`config.mk`:
```
export PLATFORM = sky130hd
export DESIGN_NAME = mlr_local_regs
export DESIGN_NICKNAME = d
export VERILOG_FILES = /design/src/inc/mlr_pkg.sv /design/src/core/mlr_irq_bit.sv /design/src/core/mlr_local_regs.sv
export SDC_FILE = /design/constraint.sdc
export NUM_CORES = 1
export LEC_CHECK = 0
export BUFFER_PORTS_ARGS = -buffer_cell sky130_fd_sc_hd__buf_2
export CORE_MARGIN = 4
export CORE_UTILIZATION = 49
export CTS_CLUSTER_SIZE = 40
export DETAILED_ROUTE_END_ITERATION = 8
export PLACE_DENSITY = 0.87
export SLEW_MARGIN = 20
export SYNTH_ARGS = -nofsm -noshare
export SYNTH_HDL_FRONTEND = slang
export SYNTH_SLANG_ARGS = --single-unit
```
`constraint.sdc`:
```
create_clock -name sys_clk -period 2 [get_ports sys_clk]
set_input_delay 0.1 -clock sys_clk [delete_from_list [all_inputs] [get_ports sys_clk]]
set_output_delay 0.1 -clock sys_clk [all_outputs]
set_load 0.05 [all_outputs]
```
`src/inc/mlr_pkg.sv`:
```
/*
 * constants of the local control, status and interrupt register bank.
 * assumes one bus clock for the bus, the monitor macro and the bank.
 */
// Functional notes
// - status bit 11 shows an external port transaction in progress
// - status bit 10 sets on external write, clears on fabric access success
// - status bit 9 shows external lock; fabric accesses fail while locked
// - status bit 8 is high during each conversion
// - status bit 7 sets at sequence end, clears on status read
// - status bit 6 sets at conversion end, clears on status read
// - status bits 5:0 hold channel, updated at each conversion end
// - status and alarm status are read-only; writes change nothing
// - alarm bit 16 ORs alarms 8..14, bit 8 ORs alarms 0..6
// - alarm bits 12:9 user supplies, 4..0 ram, aux, core, temp, overtemp
// - trigger register bit ORed with external trigger input
// - trigger bits 17:2 hold temperature wait count, reset 0x03e8
// - trigger bit 1 enables periodic temperature reads to the output
// - macro reset bit holds macro in reset until cleared
// - macro reset clears alarm outputs, not interrupt registers
// - interrupt logic only when include parameter is 1; rising edges except bits 9 and 8
// - global enable bit 31 gates the interrupt output
// - interrupt status bits toggle on write of 1, clear on reset
// - interrupt bits 17:14 user alarms, bit 10 ram alarm
// - interrupt bits 9 and 8 catch falling temp and overtemp alarms
// - interrupt enable bits gate status onto the output
package mlr_pkg;
    localparam int ADDR_W = 12;
    localparam logic [11:0] OFF_STATUS = 12'h004;
    localparam logic [11:0] OFF_ALARM = 12'h008;
    localparam logic [11:0] OFF_TRIGGER = 12'h00c;
    localparam logic [11:0] OFF_MACRO_RST = 12'h010;
    localparam logic [11:0] OFF_GIE = 12'h05c;
    localparam logic [11:0] OFF_IRQ_STATUS = 12'h060;
    localparam logic [11:0] OFF_IRQ_ENABLE = 12'h068;
    localparam logic [3:0] FULL_STROBE = 4'hf;
    localparam logic [1:0] RESP_OKAY = 2'h0;
    localparam logic [1:0] RESP_SLVERR = 2'h2;
    localparam int TRIG_BIT = 0;
    localparam int TEMP_EN_BIT = 1;
    localparam int WAIT_LSB = 2;
    localparam int WAIT_MSB = 17;
    localparam logic [15:0] WAIT_RESET = 16'h03e8;
    localparam int GIE_BIT = 31;
    localparam int IRQ_W = 18;
    // positions holding an interrupt source; 13:11 are empty
    localparam logic [17:0] IRQ_PRESENT = 18'h3c7ff;
    // positions caught on a falling edge
    localparam logic [17:0] IRQ_FALLING = 18'h00300;
endpackage : mlr_pkg

```
`src/core/mlr_irq_bit.sv`:
```
/*
 * one interrupt status bit: edge capture with toggle-on-write.
 * assumes source and toggle are on sys_clk.
 */
`timescale 1ns/1ps
module mlr_irq_bit #(
    parameter bit FALLING = 1'b0
) (
    input wire logic sys_clk,
    input wire logic reset,
    input wire logic source,
    input wire logic toggle,
    output logic flag
);
    import mlr_pkg::*;

    logic prevSource;
    wire sawEvent = FALLING ? (prevSource & ~source) : (~prevSource & source);
    // event wins over a toggle in the same cycle
    wire next_flag = sawEvent ? 1'b1 : (toggle ? ~flag : flag);

    always_ff @(posedge sys_clk) begin
        if (reset) begin
            prevSource <= 1'b0;
            flag <= 1'b0;
        end else begin
            prevSource <= source;
            flag <= next_flag;
        end
    end
endmodule : mlr_irq_bit

```
`src/core/mlr_local_regs.sv`:
```
/*
 * local register bank: axi4-lite slave, status, alarm status, trigger,
 * macro reset, temperature update and interrupt controller.
 * assumes the monitor macro and the bus share sys_clk; macro event
 * inputs are one-cycle pulses.
 */
`timescale 1ns/1ps
module mlr_local_regs #(
    parameter bit INCLUDE_IRQ_PARAM = 1'b1
) (
    input wire logic sys_clk,
    input wire logic reset,
    input wire logic [mlr_pkg::ADDR_W-1:0] s_axi_awaddr,
    input wire logic s_axi_awvalid,
    output logic s_axi_awready,
    input wire logic [31:0] s_axi_wdata,
    input wire logic [3:0] s_axi_wstrb,
    input wire logic s_axi_wvalid,
    output logic s_axi_wready,
    output logic [1:0] s_axi_bresp,
    output logic s_axi_bvalid,
    input wire logic s_axi_bready,
    input wire logic [mlr_pkg::ADDR_W-1:0] s_axi_araddr,
    input wire logic s_axi_arvalid,
    output logic s_axi_arready,
    output logic [31:0] s_axi_rdata,
    output logic [1:0] s_axi_rresp,
    output logic s_axi_rvalid,
    input wire logic s_axi_rready,
    input wire logic adcBusy,
    input wire logic convDone,
    input wire logic sequenceDone,
    input wire logic [5:0] channel,
    input wire logic [14:0] alarmVector,
    input wire logic overtempAlarm,
    input wire logic externalAccessBusy,
    input wire logic externalWrite,
    input wire logic externalLockSignal,
    input wire logic fabricAccessReq,
    input wire logic fabricAccessDone,
    input wire logic extConvertTrigger,
    input wire logic [15:0] tempReadData,
    input wire logic tempReadValid,
    output logic convertTrigger,
    output logic macroReset,
    output logic fabricAccessGrant,
    output logic tempReadReq,
    output logic [15:0] tempOut,
    output logic irqOut
);
    import mlr_pkg::*;

    logic convDoneFlag;
    logic seqDoneFlag;
    logic externalWriteFlag;
    logic [5:0] channelReg;
    logic trigBit;
    logic tempUpdateEn;
    logic [15:0] waitCount;
    logic [15:0] tempCount;
    logic globalIrqEnable;
    logic [IRQ_W-1:0] irqEnable;
    logic [IRQ_W-1:0] irqStatus;
    logic [IRQ_W-1:0] irqSource;

    // bus handshake
    wire wrFire = s_axi_awready;
    wire rdFire = s_axi_arready;
    wire fullWord = (s_axi_wstrb == FULL_STROBE);
    wire wrTrigger = wrFire && fullWord && (s_axi_awaddr == OFF_TRIGGER);
    wire wrMacroRst = wrFire && fullWord && (s_axi_awaddr == OFF_MACRO_RST);
    wire wrGie = wrFire && fullWord && (s_axi_awaddr == OFF_GIE);
    wire wrIrqStatus = wrFire && fullWord
        && (s_axi_awaddr == OFF_IRQ_STATUS);
    wire wrIrqEnable = wrFire && fullWord
        && (s_axi_awaddr == OFF_IRQ_ENABLE);
    wire wrMapped = (s_axi_awaddr == OFF_STATUS)
        || (s_axi_awaddr == OFF_ALARM) || (s_axi_awaddr == OFF_TRIGGER)
        || (s_axi_awaddr == OFF_MACRO_RST) || (s_axi_awaddr == OFF_GIE)
        || (s_axi_awaddr == OFF_IRQ_STATUS)
        || (s_axi_awaddr == OFF_IRQ_ENABLE);
    wire rdStatus = rdFire && (s_axi_araddr == OFF_STATUS);
    wire next_awready = s_axi_awvalid && s_axi_wvalid && !s_axi_awready
        && !s_axi_bvalid;
    wire next_arready = s_axi_arvalid && !s_axi_arready && !s_axi_rvalid;

    // alarms from the macro read as cleared while it is held in reset
    wire [14:0] liveAlarm = macroReset ? 15'h0000 : alarmVector;
    wire liveOvertemp = overtempAlarm && !macroReset;

    wire [31:0] statusWord = {20'h00000, externalAccessBusy,
        externalWriteFlag, externalLockSignal, adcBusy,
        seqDoneFlag, convDoneFlag, channelReg};
    wire [31:0] alarmWord = {15'h0000, |liveAlarm[14:8], 3'h0,
        liveAlarm[11:8], |liveAlarm[6:0], 3'h0,
        liveAlarm[3:0], liveOvertemp};
    wire [31:0] gieWord = {globalIrqEnable, 31'h00000000};
    wire [31:0] irqStatusWord = {14'h0000, irqStatus};
    wire [31:0] irqEnableWord = {14'h0000, irqEnable};
    wire irqVisible = INCLUDE_IRQ_PARAM;
    wire rdMapped = (s_axi_araddr == OFF_STATUS)
        || (s_axi_araddr == OFF_ALARM) || (s_axi_araddr == OFF_TRIGGER)
        || (s_axi_araddr == OFF_MACRO_RST) || (s_axi_araddr == OFF_GIE)
        || (s_axi_araddr == OFF_IRQ_STATUS)
        || (s_axi_araddr == OFF_IRQ_ENABLE);
    // write-only registers read as zero
    wire [31:0] readWord =
        (s_axi_araddr == OFF_STATUS) ? statusWord :
        (s_axi_araddr == OFF_ALARM) ? alarmWord :
        (s_axi_araddr == OFF_GIE && irqVisible) ? gieWord :
        (s_axi_araddr == OFF_IRQ_STATUS && irqVisible) ? irqStatusWord :
        (s_axi_araddr == OFF_IRQ_ENABLE && irqVisible) ? irqEnableWord :
        32'h00000000;

    always_ff @(posedge sys_clk) begin
        if (reset) begin
            s_axi_awready <= 1'b0;
            s_axi_wready <= 1'b0;
            s_axi_bvalid <= 1'b0;
            s_axi_bresp <= RESP_OKAY;
            s_axi_arready <= 1'b0;
            s_axi_rvalid <= 1'b0;
            s_axi_rresp <= RESP_OKAY;
            s_axi_rdata <= 32'h00000000;
        end else begin
            s_axi_awready <= next_awready;
            s_axi_wready <= next_awready;
            if (wrFire) begin
                s_axi_bvalid <= 1'b1;
                s_axi_bresp <= (fullWord && wrMapped) ? RESP_OKAY
                    : RESP_SLVERR;
            end else if (s_axi_bready) begin
                s_axi_bvalid <= 1'b0;
            end
            s_axi_arready <= next_arready;
            if (rdFire) begin
                s_axi_rvalid <= 1'b1;
                s_axi_rdata <= readWord;
                s_axi_rresp <= rdMapped ? RESP_OKAY : RESP_SLVERR;
            end else if (s_axi_rready) begin
                s_axi_rvalid <= 1'b0;
            end
        end
    end

    // status flags; a new event wins over the clear by read or access
    always_ff @(posedge sys_clk) begin
        if (reset) begin
            convDoneFlag <= 1'b0;
            seqDoneFlag <= 1'b0;
            externalWriteFlag <= 1'b0;
            channelReg <= 6'h00;
            fabricAccessGrant <= 1'b0;
        end else begin
            convDoneFlag <= convDone || (convDoneFlag && !rdStatus);
            seqDoneFlag <= sequenceDone
                || (seqDoneFlag && !rdStatus);
            externalWriteFlag <= externalWrite
                || (externalWriteFlag && !fabricAccessDone);
            if (convDone) begin
                channelReg <= channel;
            end
            fabricAccessGrant <= fabricAccessReq && !externalLockSignal;
        end
    end

    // control registers written by software
    always_ff @(posedge sys_clk) begin
        if (reset) begin
            trigBit <= 1'b0;
            tempUpdateEn <= 1'b0;
            waitCount <= WAIT_RESET;
            macroReset <= 1'b0;
            convertTrigger <= 1'b0;
        end else begin
            if (wrTrigger) begin
                trigBit <= s_axi_wdata[TRIG_BIT];
                tempUpdateEn <= s_axi_wdata[TEMP_EN_BIT];
                waitCount <= s_axi_wdata[WAIT_MSB:WAIT_LSB];
            end
            if (wrMacroRst) begin
                macroReset <= s_axi_wdata[0];
            end
            convertTrigger <= trigBit || extConvertTrigger;
        end
    end

    // periodic temperature read
    always_ff @(posedge sys_clk) begin
        if (reset) begin
            tempCount <= WAIT_RESET;
            tempReadReq <= 1'b0;
            tempOut <= 16'h0000;
        end else begin
            if (!tempUpdateEn) begin
                tempCount <= waitCount;
                tempReadReq <= 1'b0;
            end else if (tempCount == 16'h0000) begin
                tempCount <= waitCount;
                tempReadReq <= 1'b1;
            end else begin
                tempCount <= tempCount - 16'h0001;
                tempReadReq <= 1'b0;
            end
            if (tempReadValid && tempUpdateEn) begin
                tempOut <= tempReadData;
            end
        end
    end

    // interrupt sources by status position
    assign irqSource = {liveAlarm[11:8], 3'h0, liveAlarm[3],
        liveAlarm[0], liveOvertemp, externalWrite, externalLockSignal,
        convDone, sequenceDone, liveAlarm[2:0], liveOvertemp};

    generate
        if (INCLUDE_IRQ_PARAM) begin : g_irq
            for (genvar i = 0; i < IRQ_W; i++) begin : g_bit
                if (IRQ_PRESENT[i]) begin : g_used
                    mlr_irq_bit #(
                        .FALLING(IRQ_FALLING[i])
                    ) u_bit (
                        .sys_clk(sys_clk),
                        .reset(reset),
                        .source(irqSource[i]),
                        .toggle(wrIrqStatus && s_axi_wdata[i]),
                        .flag(irqStatus[i])
                    );
                end else begin : g_empty
                    assign irqStatus[i] = 1'b0;
                end
            end
        end else begin : g_no_irq
            assign irqStatus = '0;
        end
    endgenerate

    always_ff @(posedge sys_clk) begin
        if (reset) begin
            globalIrqEnable <= 1'b0;
            irqEnable <= '0;
            irqOut <= 1'b0;
        end else begin
            if (wrGie) begin
                globalIrqEnable <= s_axi_wdata[GIE_BIT];
            end
            if (wrIrqEnable) begin
                irqEnable <= s_axi_wdata[IRQ_W-1:0] & IRQ_PRESENT;
            end
            irqOut <= irqVisible && globalIrqEnable
                && |(irqStatus & irqEnable);
        end
    end
endmodule : mlr_local_regs

```
==> results by group, run 1 <==
Global route
  • Global router's overall resource usage: 0.248
  • Global route overflow: 0
  • Vias in the first global route: 5,397
  • Initial antenna violation count: 0
  • Largest net degree at the start of global routing: 64
  • First-pass GRT wire length: 26,300 um

Die
  • Starting Density: 0.504
  • Core Rows: 39
  • Die height: 117 um
  • CORE AREA: 11,500 um2
  • Die ar.: 13,600 um2
  • Die W: 117 um
  • I/O pins: 177

Timing
  • Fmax: 534 MHz
  • Max-slew headroom: 0.510
  • Min Clock Period, post-route: 1870 ps
  • RSZ-0062 raised after global routing: no
  • Worst-margin pin slew: 735 ps
  • Max Slew Vio Count: 0
  • Hold WS: 10.5 ps
  • Final Hold Fails: 0
  • Final worst path period share: 0.937
  • Setup TNS Final: 0 ps
  • Clock skew: 7.51 ps
  • Setup violators final: 0

Clock network
  • Clk root buf: clkbuf_16
  • Clk slew on worst S/H paths: 60 ps
  • Max Root-Sink Buffers: 2
  • CTS Hold Bufs: 63
  • Number of clock sinks: 132
  • Setup Fix Bufs, Post-CTS: 0
  • Number of CTS-inserted buffers: 17
  • H-tree levels: 4
  • Clk Latency, worst-skew pair: 420 ps
  • CTS tree: done
  • PostCTS Resize Cnt: 0

Synthesis
  • Synth warn: 0
  • Sequential-to-total area share from yosys stat: 0.455
  • Syn Std Cell Area: 5800 um2
  • Number of unique standard cell types used by synthesis: 59
  • Avg Cell Area, Syn: 8.91 um2
  • Cells after Synth: 651
  • Synthesis-stage register bit count: 132
  • Post-synth EDFFs: 0
  • Synth async-reset ratio: 0
  • Post-synth top flop: dfxtp_1

Routing
  • Vias per Instance: 5.43
  • DRT iter0 DRCs: 367
  • Routed wire length: 16,800 um
  • Routed Antenna Nets: 0
  • Drt wl/cell: 16.5 um
  • Via count: 5,534
  • DR pass1 iterations: 5
  • DR DRC count: 0

Final layout
  • Final core occ: 0.685
  • Diode count: 0
  • Layout cells sized above 1: 0.246
  • Fill cell count: 831
  • Post-layout nets: 981
  • Layout area overhead: 36.0%
  • Design Area, Final: 7890 um2

Critical path
  • Crit-path slowest cell: dlygate4sd3_1
  • Critical path arrival: 2180 ps
  • Crit path buf inv count: 4
  • Critical R2R Capture: g_irq.g_bit[10].g_used.u_bit.flag$_SDFFE_PP0P_
  • Setup crit start: reset
  • CP Capture Point: fabricAccessGrant$_SDFF_PP0_
  • CP Depth: 5
  • Worst-case reg-to-reg path depth: 6
  • Critical-path maximum fanout: 63
  • Register-to-register setup slack: 200 ps
  • WS Path Type: in -> reg
  • Cell family with most CP delay: buffers and inverters
  • Reg-to-reg startpoint: s_axi_wready$_SDFF_PP0_
  • Worst-path cell chain: dlygate4sd3_1 -> buf_4 -> buf_4 -> nor3b_1 -> dlygate4sd3_1
  • CP peak stage delay: 580 ps
  • Req. time, crit path: 2300 ps
  • Crit end category: register
  • Critical Path Source Type: primary input

Placed design
  • Port Buffers: 146
  • Dpl cell area: 6650 um2
  • Gpl congestion: 0.836
  • DP HPWL: 10,800 um

Power and ir drop
  • Design Power: 0.00645 W
  • Pwr dens: 817 nW/um2
  • Max IR drop VDD: 0.562 mV
  • Static Leak: 3.41 nW

Min path
  • Hold Path Class: in -> reg

Job
  • Max cap viols: 0

Status
  • Status: complete, no violations
worst min path at each step:
stage,start,endpoint,slack (ps),cells past startpoint
global route,adcBusy,s_axi_rdata[8]$_SDFFE_PP0P_,40,3
global placement,externalAccessBusy,s_axi_rdata[11]$_SDFFE_PP0P_,300,2
detailed placement,externalAccessBusy,s_axi_rdata[11]$_SDFFE_PP0P_,300,2
floorplan,externalLockSignal,fabricAccessGrant$_SDFF_PP0_,180,1
CTS,alarmVector[14],s_axi_rdata[16]$_SDFFE_PP0P_,2,5
finish,alarmVector[13],s_axi_rdata[16]$_SDFFE_PP0P_,10,5
per-stage QoR:
stage / setup WS, ps / cells
after floorplan: 120 / 666
after global placement: 245 / 925
after detailed placement: 189 / 925
after CTS: 141 / 1020
after global routing: 32.7 / 1020
final: 126 / 1020
cell usage in the layout, fill, tap and decap left out, types with 6 or more instances in the layout:
cell type,n
o22ai_1,7
xor2_1,18
a211o_1,10
nor4_1,8
nand3_1,23
nor2b_1,7
inv_1,19
nor2_1,83
xnor2_1,10
conb_1,16
nand4_1,6
a211oi_1,7
nor3b_1,8
dlygate4sd3_1,63
o21ai_0,10
mux2i_1,50
dfxtp_1,131
o211ai_1,7
a21oi_1,39
buf_4,22
a31oi_1,8
nand2b_1,10
clkbuf_16,17
nor3_1,17
buf_2,145
nand2_1,66
state kept, by name (all words and copies together), names as in the netlist, 6 cells and up:
signal / count
waitCount: 16
tempCount: 16
g_irq.g_bit.g_used.u_bit.flag: 15
g_irq.g_bit.g_used.u_bit.prevSource: 13
irqEnable: 15
channelReg: 6
tempOut: 16
s_axi_rdata: 18
area by class of cell:
cell class                      count  area (um2)  share of cell area
Multi-Input combinational cell    462        2840               0.360
Sequential cell                   132        2640               0.335
Timing Repair Buffer              231        1540               0.195
Clock buffer                       21         480              0.0609
Tap cell                          143         179              0.0227
Clock inverter                     11         126              0.0160
Inverter                           20        75.1             0.00951
per-layer routing:
layer | routed length [um] | vias to the layer above | GRT usage
met4 | 567 | 0 | 0.124
met2 | 8280 | 237 | 0.417
met1 | 6880 | 2576 | 0.302
met3 | 1070 | 50 | 0.0530
li1 | - | 2671 | -
met5 | 0 | - | 0
cells in the mapped netlist (all sizes together), types with 2 or more instances:
cell type,n,area share
a22o,4,0.0060
a311oi,2,0.0030
o21ai,11,0.010
clkbuf,24,0.016
ha,2,0.0043
mux2i,50,0.086
a221o,3,0.0052
nor2b,7,0.0075
and2,3,0.0032
and4bb,2,0.0043
a221oi,2,0.0030
nand3,24,0.022
a21o,2,0.0026
nor2,84,0.054
inv,19,0.012
or3,2,0.0022
nor3,18,0.017
nor4b,3,0.0056
a21oi,39,0.034
o22ai,7,0.0075
nor4,10,0.014
nand4,7,0.010
nand2,67,0.044
nand2b,10,0.011
a211o,10,0.015
xor2,18,0.027
dfxtp,132,0.46
or2,2,0.0022
xnor2,10,0.015
nand4b,2,0.0030
a22oi,3,0.0039
o211ai,7,0.0091
buf,28,0.036
and3,3,0.0032
nor3b,8,0.010
a31oi,8,0.0086
a211oi,9,0.013
kinds of logic (layout without fill, tap and decap cells):
family | Yosys count | count (layout) | share of synthesized area
and+or+nand+nor | 254 | 254 | 0.218
DFF | 132 | 132 | 0.455
AOI/OAI and AO/OA | 112 | 112 | 0.129
buffers and inverters | 72 | 283 | 0.0647
muxes | 50 | 50 | 0.0862
xor gates and xnor gates | 28 | 28 | 0.0423
adders and majority gates | 2 | 2 | 0.00431
other | 1 | 16 | 0.000646
power by group:
part           switching [W]  internal, W
clock                0.00117      0.00197
sequential         0.0000376      0.00269
combinational       0.000340     0.000246
worst register-to-register path, stage by stage (launching register included):
cell and delay (ps):
dfxtp_2 390, nand4_1 170, and4b_1 410, buf_4 270, nand3_1 120, xor2_1 160, a21oi_1 200
Note: power is estimated with default switching activity, not from simulation.
==> inputs of run 2 (changes only) <==
--- a/config.mk
+++ b/config.mk
@@ -7,10 +7,10 @@
 export LEC_CHECK = 0
 export BUFFER_PORTS_ARGS = -buffer_cell sky130_fd_sc_hd__buf_2
 export CORE_MARGIN = 4
-export CORE_UTILIZATION = 49
+export CORE_UTILIZATION = 40
 export CTS_CLUSTER_SIZE = 40
 export DETAILED_ROUTE_END_ITERATION = 8
-export PLACE_DENSITY = 0.87
+export PLACE_DENSITY = 0.75
 export SLEW_MARGIN = 20
 export SYNTH_ARGS = -nofsm -noshare
 export SYNTH_HDL_FRONTEND = slang
==> run 2 against run 1 <==
Compared with the run above:
- first-iteration DRC count up 3.5%
- critical endpoint is now irqEnable[6]$_SDFFE_PP0P_
- die area up 21%
- final cell count up 3.4%
- clock skew about the same
- via count down 4.2%
- sequential power about the same
- sequential cell count unchanged
- critical path depth up 1
==> results by group, run 2 (synthesized netlist as in run 1, its figures left out) <==
Routing
  • Vias per Instance: 5.02
  • Routed wire length: 16,000 um
  • DR pass1 iterations: 5
  • Via count: 5,300
  • Drt wl/cell: 15.1 um
  • Routed Antenna Nets: 0
  • DR DRC count: 0
  • DRT iter0 DRCs: 380

Clock network
  • Number of clock sinks: 132
  • Clk root buf: clkbuf_16
  • CTS tree: done
  • Clk slew on worst S/H paths: 60 ps
  • Max Root-Sink Buffers: 2
  • H-tree levels: 4
  • Clk Latency, worst-skew pair: 410 ps
  • Number of CTS-inserted buffers: 17

Status
  • Status: complete, no violations

Die
  • Die ar.: 16,500 um2
  • Die W: 128 um
  • I/O pins: 177
  • Core Rows: 43
  • Die height: 128 um
  • CORE AREA: 14,000 um2
  • Starting Density: 0.413

Final layout
  • Largest register FFs: 18
  • Post-layout nets: 979
  • Register with the most flip-flops: s_axi_rdata
  • Final core occ: 0.569
  • Diode count: 0
  • Layout cells sized above 1: 0.243
  • Commonest non-fill, non-tap cell in the layout: buf_2
  • Commonest cells after routing, fill and taps aside: buf_2, dfxtp_1, nor2_1
  • Layout Cells excl Fill: 1,055
  • Layout area overhead: 37.6%

Timing
  • Setup TNS Final: 0 ps
  • Min Clock Period, post-route: 1780 ps
  • Final worst path period share: 0.891
  • Hold WS: 7.14 ps
  • Max Slew Vio Count: 0
  • RSZ-0062 raised after global routing: no
  • Clock skew: 7.21 ps
  • Max-slew headroom: 0.557
  • Worst-margin pin slew: 664 ps
  • Fmax: 561 MHz
  • Final Hold Fails: 0
  • Setup violators final: 0

Global route
  • Global route overflow: 0
  • Largest net degree at the start of global routing: 62
  • Vias in the first global route: 5,271
  • Global router's overall resource usage: 0.197
  • Initial antenna violation count: 0
  • First-pass GRT wire length: 26,100 um

Critical path
  • Critical Path Source Type: register
  • Register-to-register setup slack: 220 ps
  • WS Path Type: reg -> reg
  • Reg-to-reg startpoint: s_axi_wready$_SDFF_PP0_
  • Req. time, crit path: 2290 ps
  • Worst-case reg-to-reg path depth: 6
  • Crit end category: register
  • Critical-path maximum fanout: 15
  • Critical path arrival: 2080 ps
  • Critical R2R Capture: irqEnable[6]$_SDFFE_PP0P_

Power and ir drop
  • Static Leak: 3.43 nW
  • Max IR drop VDD: 0.551 mV
  • Pwr dens: 846 nW/um2

Min path
  • Hold Path Stages: 3
  • Hold Path Class: in -> reg
  • HP Start: s_axi_wdata[3]
  • Hold worst-path end: waitCount[1]$_SDFFE_PP0P_

Placed design
  • Placed Instances: 961
  • Port Buffers: 146
  • DP HPWL: 11,000 um
  • Gpl congestion: 0.840

Job
  • Max cap viols: 0
-- run 2: cell count changes in the layout (fill, tap and decap cells not counted), moves of 2 or more --
cell / previous run / this run
clkinvlp_4: 4 / 1
clkinv_4: 3 / 0
bufinv_16: 2 / 5
clkbuf_1: 0 / 2
-- run 2: timing repair --
item                                   CTS  global route
hold buffers                            61             1
endpoints found under the hold margin   73             1
resized for setup                        0             2
setup endpoints to repair                0             5
buffers inserted                         0             0
-- run 2: how the worst max path moves through the flow --
stage	from	endpoint	slack, ps	cells after the start
global route	tempCount[2]$_SDFF_PP0_	tempCount[13]$_SDFF_PP0_	80	6
detailed placement	tempCount[2]$_SDFF_PP0_	tempCount[7]$_SDFF_PP1_	170	5
CTS	tempCount[2]$_SDFF_PP0_	tempCount[7]$_SDFF_PP1_	130	5
finish	s_axi_wready$_SDFF_PP0_	irqEnable[6]$_SDFFE_PP0P_	220	6
global placement	tempCount[2]$_SDFF_PP0_	tempCount[6]$_SDFF_PP1_	240	5
floorplan	s_axi_wready$_SDFF_PP0_	irqEnable[10]$_SDFFE_PP0P_	120	8
-- run 2: final cells by class --
type | instances | area (um2)
inverter | 20 | 75.1
timing repair buffer | 229 | 1520
tap | 180 | 225
fill | 1208 | 6060
multi-input combinational | 462 | 2860
clock buffer | 23 | 488
sequential | 132 | 2640
clock inverter | 9 | 173
-- run 2: power breakdown --
| group | switching [W] | internal, W |
|---|---|---|
| registers | 0.0000376 | 0.00269 |
| logic | 0.000326 | 0.000244 |
| clock network | 0.00112 | 0.00234 |
| total | 0.00148 | 0.00527 |
-- run 2: critical path, stage by stage (launching register included) --
cell     delay (ps)
dfxtp_2         330
nand4_1         190
and4b_1         430
and3_1          250
buf_12          180
mux2i_1         220
nor2_1           60
-- run 2: routing by layer --
layer,GRT usage,routed length (um)
met1,0.247,7010
met2,0.323,7620
met3,0.0585,1030
met4,0.0718,303
met5,0,0
-- run 2: through the flow --
step | worst slack, ps | area, um2 | total power, W
floorplan | 120 | 5860 | 0.00308
global placement | 236 | 6690 | 0.00324
detailed placement | 171 | 6690 | 0.00325
CTS | 132 | 7960 | 0.00679
global route | 75.9 | 7980 | 0.00699
finish | 217 | 7980 | 0.00675
